File: src/logic/bpnr_pkg.sv
// Constants, types and field layouts for the board power and NVRAM window registers.
// Assumes a byte-wide ISA-style I/O cycle presented synchronously to the system clock.
//
// Contract
// - The power control register is write-only, 8 bits wide and resets to zero so all subsystems run.
// - Power control bit 6 set powers the serial line drivers down, clear powers them up.
// - Power control bit 5 set disables the speaker amplifier, clear lets audio reach the speaker.
// - Power control bit 4 set powers the audio codec down, clear makes it active.
// - Power control bit 3 set powers the multi-function I/O controller down, clear makes it active.
// - Power control bit 0 clear enables on-board SCSI terminators, set disables them.
// - A write-only low address latch at I/O 0x74 holds NVRAM address bits 7 to 0 and resets to zero.
// - A write-only high address latch at I/O 0x75 holds NVRAM address bits 15 to 8 and resets to zero.
// - A read/write data port at I/O 0x77 moves one byte to or from the latched NVRAM location.
// - With a 13-bit NVRAM part, address bits 13 to 15 have no effect on the access.
// - All these registers are byte registers in the host I/O address space.
package bpnr_pkg;

    // ------------------------------------------------------------------
    // Register offsets
    // ------------------------------------------------------------------
    localparam logic [15:0] BPNR_OFS_ADDR_LOW  = 16'h0074;
    localparam logic [15:0] BPNR_OFS_ADDR_HIGH = 16'h0075;
    localparam logic [15:0] BPNR_OFS_DATA_WIN  = 16'h0077;
    localparam logic [15:0] BPNR_OFS_PWR_CTRL  = 16'h0807;

    // ------------------------------------------------------------------
    // Reset values and field positions
    // ------------------------------------------------------------------
    localparam logic [7:0]  BPNR_RST_PWR_CTRL  = 8'h00;
    localparam logic [7:0]  BPNR_RST_ADDR      = 8'h00;
    localparam logic [7:0]  BPNR_RST_RDATA     = 8'h00;
    localparam int          BPNR_BIT_SERIAL    = 6;
    localparam int          BPNR_BIT_AMP       = 5;
    localparam int          BPNR_BIT_CODEC     = 4;
    localparam int          BPNR_BIT_MULTI_IO  = 3;
    localparam int          BPNR_BIT_TERM_N    = 0;
    localparam int          BPNR_NV_ADDR_BITS  = 13;
    localparam logic [15:0] BPNR_NV_ADDR_MASK  = 16'h1fff;

    // ------------------------------------------------------------------
    // Types
    // ------------------------------------------------------------------
    typedef struct packed {
        logic        serial_driver_power_off;
        logic        speaker_amp_off;
        logic        codec_power_off;
        logic        multi_io_power_off;
        logic        scsi_term_disable;
    } bpnr_pwr_t;

    typedef struct packed {
        logic        rd;
        logic        wr;
        logic [15:0] addr;
        logic [7:0]  wdata;
    } bpnr_nv_req_t;

    typedef enum logic [1:0] {
        BPNR_SEL_NONE = 2'b00,
        BPNR_SEL_LOW  = 2'b01,
        BPNR_SEL_HIGH = 2'b10,
        BPNR_SEL_DATA = 2'b11
    } bpnr_sel_t;

endpackage : bpnr_pkg

File: src/logic/bpnr_regs.sv
// Board power control register and indirect NVRAM/RTC access window.
// Assumes one-cycle I/O read and write strobes synchronous to I_CLK_SYS, and an
// NVRAM part that returns read data one cycle after its read strobe.
`timescale 1ns/1ps
`default_nettype none

module bpnr_regs (
    input  wire logic               I_CLK_SYS,
    input  wire logic               I_RESET_N,
    input  wire logic [15:0]        I_IO_ADDR,
    input  wire logic               I_IO_WR,
    input  wire logic               I_IO_RD,
    input  wire logic [7:0]         I_IO_WDATA,
    output logic [7:0]              O_IO_RDATA,
    output logic                    O_IO_RVALID,
    output bpnr_pkg::bpnr_pwr_t     O_PWR,
    output bpnr_pkg::bpnr_nv_req_t  O_NV_REQ,
    input  wire logic [7:0]         I_NV_RDATA
);
    import bpnr_pkg::*;

    // ------------------------------------------------------------------
    // Address decode
    // ------------------------------------------------------------------
    // Full 16-bit compare, so that aliases of the window bytes never reach the part.
    function automatic bpnr_sel_t decode_sel(input logic [15:0] a);
        bpnr_sel_t s;
        s = BPNR_SEL_NONE;
        if (a == BPNR_OFS_ADDR_LOW) begin
            s = BPNR_SEL_LOW;
        end else if (a == BPNR_OFS_ADDR_HIGH) begin
            s = BPNR_SEL_HIGH;
        end else if (a == BPNR_OFS_DATA_WIN) begin
            s = BPNR_SEL_DATA;
        end
        return s;
    endfunction : decode_sel

    // Decode results and the state of the three writable byte registers.
    bpnr_sel_t   sel;
    logic        pwr_hit;
    logic [7:0]  pwr_ctrl_ff;
    logic [7:0]  addr_low_latch_ff;
    logic [7:0]  addr_high_latch_ff;
    logic        rd_pend_ff;
    logic [15:0] nv_addr;

    // Byte registers in I/O space; every decode is a full 16-bit match.
    assign sel     = decode_sel(I_IO_ADDR);
    assign pwr_hit = (I_IO_ADDR == BPNR_OFS_PWR_CTRL);
    // Upper address bits are masked off so a 13-bit part never sees them.
    assign nv_addr = {addr_high_latch_ff, addr_low_latch_ff} & BPNR_NV_ADDR_MASK;

    // ------------------------------------------------------------------
    // Power-down control register
    // ------------------------------------------------------------------
    // Write-only; resets to zero so everything is powered after reset.
    always_ff @(posedge I_CLK_SYS) begin
        if (!I_RESET_N) begin
            pwr_ctrl_ff <= BPNR_RST_PWR_CTRL;
        end else if (I_IO_WR && pwr_hit) begin
            pwr_ctrl_ff <= I_IO_WDATA;
        end
    end

    // Outputs are registered once more so each control pin leaves a flip-flop.
    always_ff @(posedge I_CLK_SYS) begin
        if (!I_RESET_N) begin
            O_PWR <= '0;
        end else begin
            O_PWR.serial_driver_power_off <= pwr_ctrl_ff[BPNR_BIT_SERIAL];
            O_PWR.speaker_amp_off         <= pwr_ctrl_ff[BPNR_BIT_AMP];
            O_PWR.codec_power_off         <= pwr_ctrl_ff[BPNR_BIT_CODEC];
            O_PWR.multi_io_power_off      <= pwr_ctrl_ff[BPNR_BIT_MULTI_IO];
            O_PWR.scsi_term_disable       <= pwr_ctrl_ff[BPNR_BIT_TERM_N];
        end
    end

    // ------------------------------------------------------------------
    // Address latches
    // ------------------------------------------------------------------
    // Latches change only on their own writes; data port traffic leaves them alone.
    // Writing high before low is accepted; the access uses whatever both latches hold.
    always_ff @(posedge I_CLK_SYS) begin
        if (!I_RESET_N) begin
            addr_low_latch_ff  <= BPNR_RST_ADDR;
            addr_high_latch_ff <= BPNR_RST_ADDR;
        end else if (I_IO_WR) begin
            if (sel == BPNR_SEL_LOW) begin
                addr_low_latch_ff <= I_IO_WDATA;
            end
            if (sel == BPNR_SEL_HIGH) begin
                addr_high_latch_ff <= I_IO_WDATA;
            end
        end
    end

    // ------------------------------------------------------------------
    // Data window toward the NVRAM part
    // ------------------------------------------------------------------
    // A data port access issues a one-cycle strobe with the latched address.
    always_ff @(posedge I_CLK_SYS) begin
        if (!I_RESET_N) begin
            O_NV_REQ <= '0;
        end else begin
            O_NV_REQ.rd    <= I_IO_RD && (sel == BPNR_SEL_DATA);
            O_NV_REQ.wr    <= I_IO_WR && (sel == BPNR_SEL_DATA);
            // Address and data ride along every cycle; only the strobes carry meaning.
            O_NV_REQ.addr  <= nv_addr;
            O_NV_REQ.wdata <= I_IO_WDATA;
        end
    end

    // Read return: the NVRAM answers a cycle after its strobe.
    // A plain read answers a cycle later, so an overlapping plain read loses its slot to the window answer.
    always_ff @(posedge I_CLK_SYS) begin
        if (!I_RESET_N) begin
            rd_pend_ff  <= 1'b0;
            O_IO_RVALID <= 1'b0;
            O_IO_RDATA  <= BPNR_RST_RDATA;
        end else begin
            rd_pend_ff  <= O_NV_REQ.rd;
            O_IO_RVALID <= 1'b0;
            if (rd_pend_ff) begin
                O_IO_RDATA  <= I_NV_RDATA;
                O_IO_RVALID <= 1'b1;
            end else if (I_IO_RD && sel != BPNR_SEL_DATA) begin
                // Write-only and unmapped locations read as zero.
                O_IO_RDATA  <= BPNR_RST_RDATA;
                O_IO_RVALID <= 1'b1;
            end
        end
    end
endmodule : bpnr_regs

`default_nettype wire

File: config.mk
export PLATFORM = sky130hd
export DESIGN_NAME = bpnr_regs
export DESIGN_NICKNAME = d
export VERILOG_FILES = /design/src/logic/bpnr_pkg.sv /design/src/logic/bpnr_regs.sv
export SDC_FILE = /design/constraint.sdc
export NUM_CORES = 1
export LEC_CHECK = 0
export BUFFER_PORTS_ARGS = -buffer_cell sky130_fd_sc_hd__buf_2
export CAP_MARGIN = 25
export CORE_MARGIN = 2
export CORE_UTILIZATION = 50
export DETAILED_ROUTE_END_ITERATION = 10
export GPL_ROUTABILITY_DRIVEN = 0
export PLACE_DENSITY = 0.9
export SLEW_MARGIN = 25
export SYNTH_ARGS = -nofsm -noshare
export SYNTH_HDL_FRONTEND = slang
export SYNTH_SLANG_ARGS = --single-unit
File: constraint.sdc
create_clock -name I_CLK_SYS -period 6.2 [get_ports I_CLK_SYS]
set_input_delay 1.24 -clock I_CLK_SYS [delete_from_list [all_inputs] [get_ports I_CLK_SYS]]
set_output_delay 1.24 -clock I_CLK_SYS [all_outputs]
set_load 0.1 [all_outputs]
# Yosys cells after proc, flatten, opt, wreduce, memory -nomap -nowiden
# Cells that the tools add are included.
dict set report word_totals {
  regBits 61
  input_bits 36
  word_cells 38
}
dict set report op_classes {
  n_eq_ne 8
  mux 7
  n_reduce_logical 7
}
# op n
set op_table {}
lappend op_table {{== test 16 x 7 -> 1 bit, second input constant} 3}
lappend op_table {{== test 16 x 12 -> 1 bit, second input constant} 1}
lappend op_table {{two-way mux 8 bit} 2}
lappend op_table {{two-way mux 2 bit} 3}
lappend op_table {{== test 2 bit, second input constant} 2}
lappend op_table {{logical AND 1 bit} 4}
lappend op_table {{AND reduction 2 bit} 2}
lappend op_table {{== test 2 x 1 -> 1 bit, second input constant} 1}
lappend op_table {{two-way mux 1 bit} 2}
lappend op_table {{inequality test 2 bit, second input constant} 1}
lappend op_table {{nonzero test 2 bit} 1}

# Depth between registers and ports, before layout
dict set report depth {
  word_depth 8
  ltp_mapped 5
  mapped_depth_nobuf 4
}

# Worst setup path after synthesis
# OpenSTA, ideal clock, no wires.
dict set report synth_path {
  path_kind {input port to flip-flop}
  start {input I_IO_ADDR[12]}
  end {register addr_high_latch_ff[0]}
  t_arrival_ps 2690
  required_time_ps 6079
  path_slack_ps 3389
  cell_stages 5
  cell_sequence {or4_4 -> nor4_4 -> and3_1 -> buf_6 -> mux2_4}
}
dict set report synth_via {
  elab_chain_len 6
}
# item line_no
set synth_lines {}
lappend synth_lines {{start, declared} bpnr_regs.sv:10} ;# input wire logic [15:0] I_IO_ADDR,
lappend synth_lines {{== test 16 x 7 -> 1 bit} bpnr_regs.sv:33} ;# end else if (a == BPNR_OFS_DATA_WIN) begin
lappend synth_lines {{two-way mux 2 bit} bpnr_regs.sv:33}
lappend synth_lines {{two-way mux 2 bit} bpnr_regs.sv:31} ;# end else if (a == BPNR_OFS_ADDR_HIGH) begin
lappend synth_lines {{two-way mux 2 bit (*)} bpnr_regs.sv:29} ;# if (a == BPNR_OFS_ADDR_LOW) begin
lappend synth_lines {{== test 2 bit (*)} bpnr_regs.sv:92} ;# if (sel == BPNR_SEL_HIGH) begin
lappend synth_lines {{AND reduction 2 bit (no line) (*)} --}
lappend synth_lines {{end signal, assigned} bpnr_regs.sv:87} ;# addr_high_latch_ff <= BPNR_RST_ADDR;
lappend synth_lines {{end signal, assigned} bpnr_regs.sv:93} ;# addr_high_latch_ff <= I_IO_WDATA;
lappend synth_lines {{end, declared} bpnr_regs.sv:44} ;# logic [7:0] addr_high_latch_ff;
# Mark *: on every way between the ends. The rest lies on a longest branch, timed or not.
# A chain may end at the register's enable or synchronous reset.

# Worst setup path in the final report
dict set report layout_path {
  start {input I_IO_ADDR[12]}
  end {register addr_high_latch_ff[1]}
}
# The elaborated chain is that of the path after synthesis.

==> out/qor.csv <==
stage,metric,value,unit
pwr,leakage,1.16,nW
sta,Period minus WS final,2.75,ns
pwr,sequential fraction of design power,59.3,%
synthesis,sequential share of the synthesized area,60.2,%
synthesis,flip-flop and latch count after synthesis,56,
synthesis,Gate Count Post-Synth,161,
placed_design,Placement Cell Area,0.00223,mm^2
setup_path,arrival time of the worst setup path,2.94,ns
floorplan,DIE HEIGHT,65.0,um
setup_path,cell with the largest stage delay on the worst path,sky130_fd_sc_hd__or4_4,
floorplan,total core area,0.00363,mm^2
pwr,power density cells,264,mW/mm^2
sta,setup skew after layout,0.0104,ns
sta,hold slack final,0.448,ns
clocking,total clock buffers created by CTS,5,
finish,P&R area growth vs syn,24.5,%
drt,detailed-route DRC error count,0,
sta,count of final hold-check violations,0,
finish,net total in the final layout,267,
sta,Final Setup Violations,0,
pwr,total power consumption of the routed design,0.612,mW
synthesis,number of enable flip-flop cells after synthesis,0,
setup_path,largest driver fanout on the critical path,5,
finish,fraction of final layout cells sized beyond drive strength 1,44.0,%
floorplan,starting utilization of the core area,51.3,%
synthesis,cell area after synthesis,0.00186,mm^2
global_route,sum of overflow across all layers after global routing,0,
setup_path,WS Path Type,input pin to register,
status,status,finished clean,
sta,Setup TNS Final,0,ns
drt,number of antenna-violating nets in the routed design,0,
placed_design,Buffers on Ports,72,
setup_path,peak per-stage delay on the critical path,0.55,ns
floorplan,die area,0.00423,mm^2
floorplan,Placement Rows,22,
min_path,worst min-delay path category,register to register,
finish,fin area,0.00232,mm^2
clocking,Post-CTS Setup Repair Bufs,0,
global_route,number of global-route vias before repair,1213,
placed_design,detailed placement HPWL,2.25,mm
global_route,initial antenna violation count,0,
setup_path,count of buffering cells on the critical path with inverters included,1,
drt,via count,1307,
pwr,"IR drop worst, VDD",0.198,mV
sta,worst relative slew slack,54.6,%
global_route,largest net degree at the start of global routing,47,
sta,worst-margin pin slew,0.681,ns
drt,first-pass iteration count of the detailed router,4,
drt,total wire length after detailed routing,3.15,mm
finish,final core utilization,63.8,%
floorplan,Die Width,65.0,um
floorplan,number of placed I/O pins,76,
clocking,H-Tree Depth,2,
pwr,switching power,0.157,mW
setup_path,CP Launch Type,input pin,
clocking,count of hold-fix buffers inserted at cts,0,
drt,drt via density,4.67,
clocking,clock-pin slew on the worst setup and hold paths,0.10,ns
clocking,clock sink count,56,
global_route,global-route wire length before repair,5.11,mm
setup_path,cells along the critical path,"buf_2, or4_4, nor4_4, and3_1, mux2_4",
pwr,logic gate share of total power,9.1,%
drt,Starting DRT DRC Count,85,
drt,average wire per cell in the routed design,11.2,um
clocking,count of instances resized after the clock tree is built,0,
synthesis,share of synthesized flip-flops with an asynchronous set or reset,0,%
pwr,internal cell power,0.455,mW
synthesis,number of warning messages in the yosys log,0,
sta,fin crit share,44.3,%
setup_path,family of cells with the greatest summed delay on the critical path,simple AND/OR/NAND/NOR gates,
sta,setup repair after global routing missed its margin,no,
flow_run,MaxCap Viol Count,0,
clocking,clock latency of the later-clocked register in the worst-skew pair,0.30,ns
sta,highest clock rate,364,MHz
synthesis,unique cell type count in the Yosys netlist,26,
finish,Layout fillers,304,
synthesis,Mean Syn Cell Area,11.6,um^2
finish,count of antenna diodes in the layout,0,
clocking,Longest Clk Path Bufs,2,
pwr,Clk pwr share,31.5,%
clocking,root cell of the clock tree,sky130_fd_sc_hd__clkbuf_8,
finish,"most common cell after layout, fill and taps aside",sky130_fd_sc_hd__buf_2,
pwr,fraction of power spent switching nets,25.6,%
finish,"top library cells by usage in the layout, fill and taps aside","sky130_fd_sc_hd__buf_2 (72), sky130_fd_sc_hd__dfxtp_1 (56), sky130_fd_sc_hd__and2_1 (20), sky130_fd_sc_hd__mux2_2 (12), sky130_fd_sc_hd__nand3b_1 (9)",
sta,max-slew violation count,0,
synthesis,most common flop cell mapped by yosys,sky130_fd_sc_hd__dfxtp_1,
clocking,TritonCTS clock tree,yes,
setup_path,data required time of the worst path,6.39,ns
setup_path,critical path endpoint category,register,
global_route,all-layer global routing usage,16.1,%
==> cells by family (layout without fill, tap and decap cells) <==
| logic type | count (synthesis) | after routing | synth area share [%] |
|---|---|---|---|
| flip-flops | 56 | 56 | 60.2 |
| other | 1 | 3 | 0.201 |
| multiplexers | 18 | 18 | 11.9 |
| AO/OA/AOI/OAI | 9 | 9 | 2.55 |
| buffers and inverters | 18 | 87 | 4.70 |
| AND/OR/NAND/NOR | 59 | 59 | 20.5 |
==> worst paths after layout <==
kind,endpoint,cells after the start,slack [ns],from
max,addr_high_latch_ff[1],5,3.45,I_IO_ADDR[12]
max reg2reg,O_IO_RDATA[0],2,5.22,rd_pend_ff
min,O_PWR[2],1,0.45,pwr_ctrl_ff[4]
min reg2reg,O_PWR[2],1,0.45,pwr_ctrl_ff[4]
==> registers in the layout (all words and copies together) (netlist names) <==
register and count:
addr_high_latch_ff 5, addr_low_latch_ff 8, rd_pend_ff 1, O_IO_RVALID 1
pwr_ctrl_ff 5, O_IO_RDATA 8, O_PWR 5, O_NV_REQ 23
==> per-layer routing <==
metal / routed length, um / vias to the layer above / global-route usage, %
met2: 1480 / 56 / 28.4
met5: 0 / - / 0
li1: - / 668 / -
met4: 38 / 0 / 7.03
met1: 1370 / 579 / 17.6
met3: 265 / 4 / 5.38
==> final cells by class <==
| cell class | count | area [um^2] | share of cell area [%] |
|---|---|---|---|
| sequential | 56 | 1120 | 48.3 |
| multi-input combinational | 89 | 662 | 28.5 |
| timing repair buffer | 72 | 360 | 15.5 |
| clock buffer | 5 | 68.8 | 2.97 |
| tap | 48 | 60.1 | 2.59 |
| inverter | 7 | 26.3 | 1.13 |
| clock inverter | 3 | 21.3 | 0.917 |
==> synthesized netlist by cell type (3+ instances only) <==
cell type / count / share of area, %
sky130_fd_sc_hd__mux2_2: 12 / 7.3
sky130_fd_sc_hd__inv_1: 7 / 1.4
sky130_fd_sc_hd__o21ai_1: 8 / 2.1
sky130_fd_sc_hd__and2_1: 20 / 6.7
sky130_fd_sc_hd__nand2_1: 8 / 1.6
sky130_fd_sc_hd__and3_1: 3 / 1.0
sky130_fd_sc_hd__dfxtp_1: 56 / 60
sky130_fd_sc_hd__nand3_1: 8 / 2.1
sky130_fd_sc_hd__nand3b_1: 9 / 3.6
sky130_fd_sc_hd__buf_4: 3 / 1.2
sky130_fd_sc_hd__clkbuf_1: 5 / 1.0
sky130_fd_sc_hd__mux2_4: 5 / 4.0
==> per-stage QoR <==
stage,setup slack [ns],instances
after floorplan,3.39,163
after global placement,3.18,272
after detailed placement,3.12,272
after CTS,3.45,280
after global routing,3.40,280
final,3.45,280
==> worst reg2reg max path, stage by stage, from the launching register on <==
cell and delay, ns:
sky130_fd_sc_hd__dfxtp_1 0.61, sky130_fd_sc_hd__nand3b_1 0.17, sky130_fd_sc_hd__o21ai_1 0.07
==> power groups by stage <==
stage	Clock, mW	Combinational [mW]	Sequential [mW]
after floorplan	0	0.0191	0.394
after global placement	0	0.0558	0.371
after detailed placement	0	0.0562	0.372
after CTS	0.199	0.0563	0.363
after global routing	0.215	0.0594	0.364
final	0.193	0.0558	0.363
(Power assumes the default switching activity.)
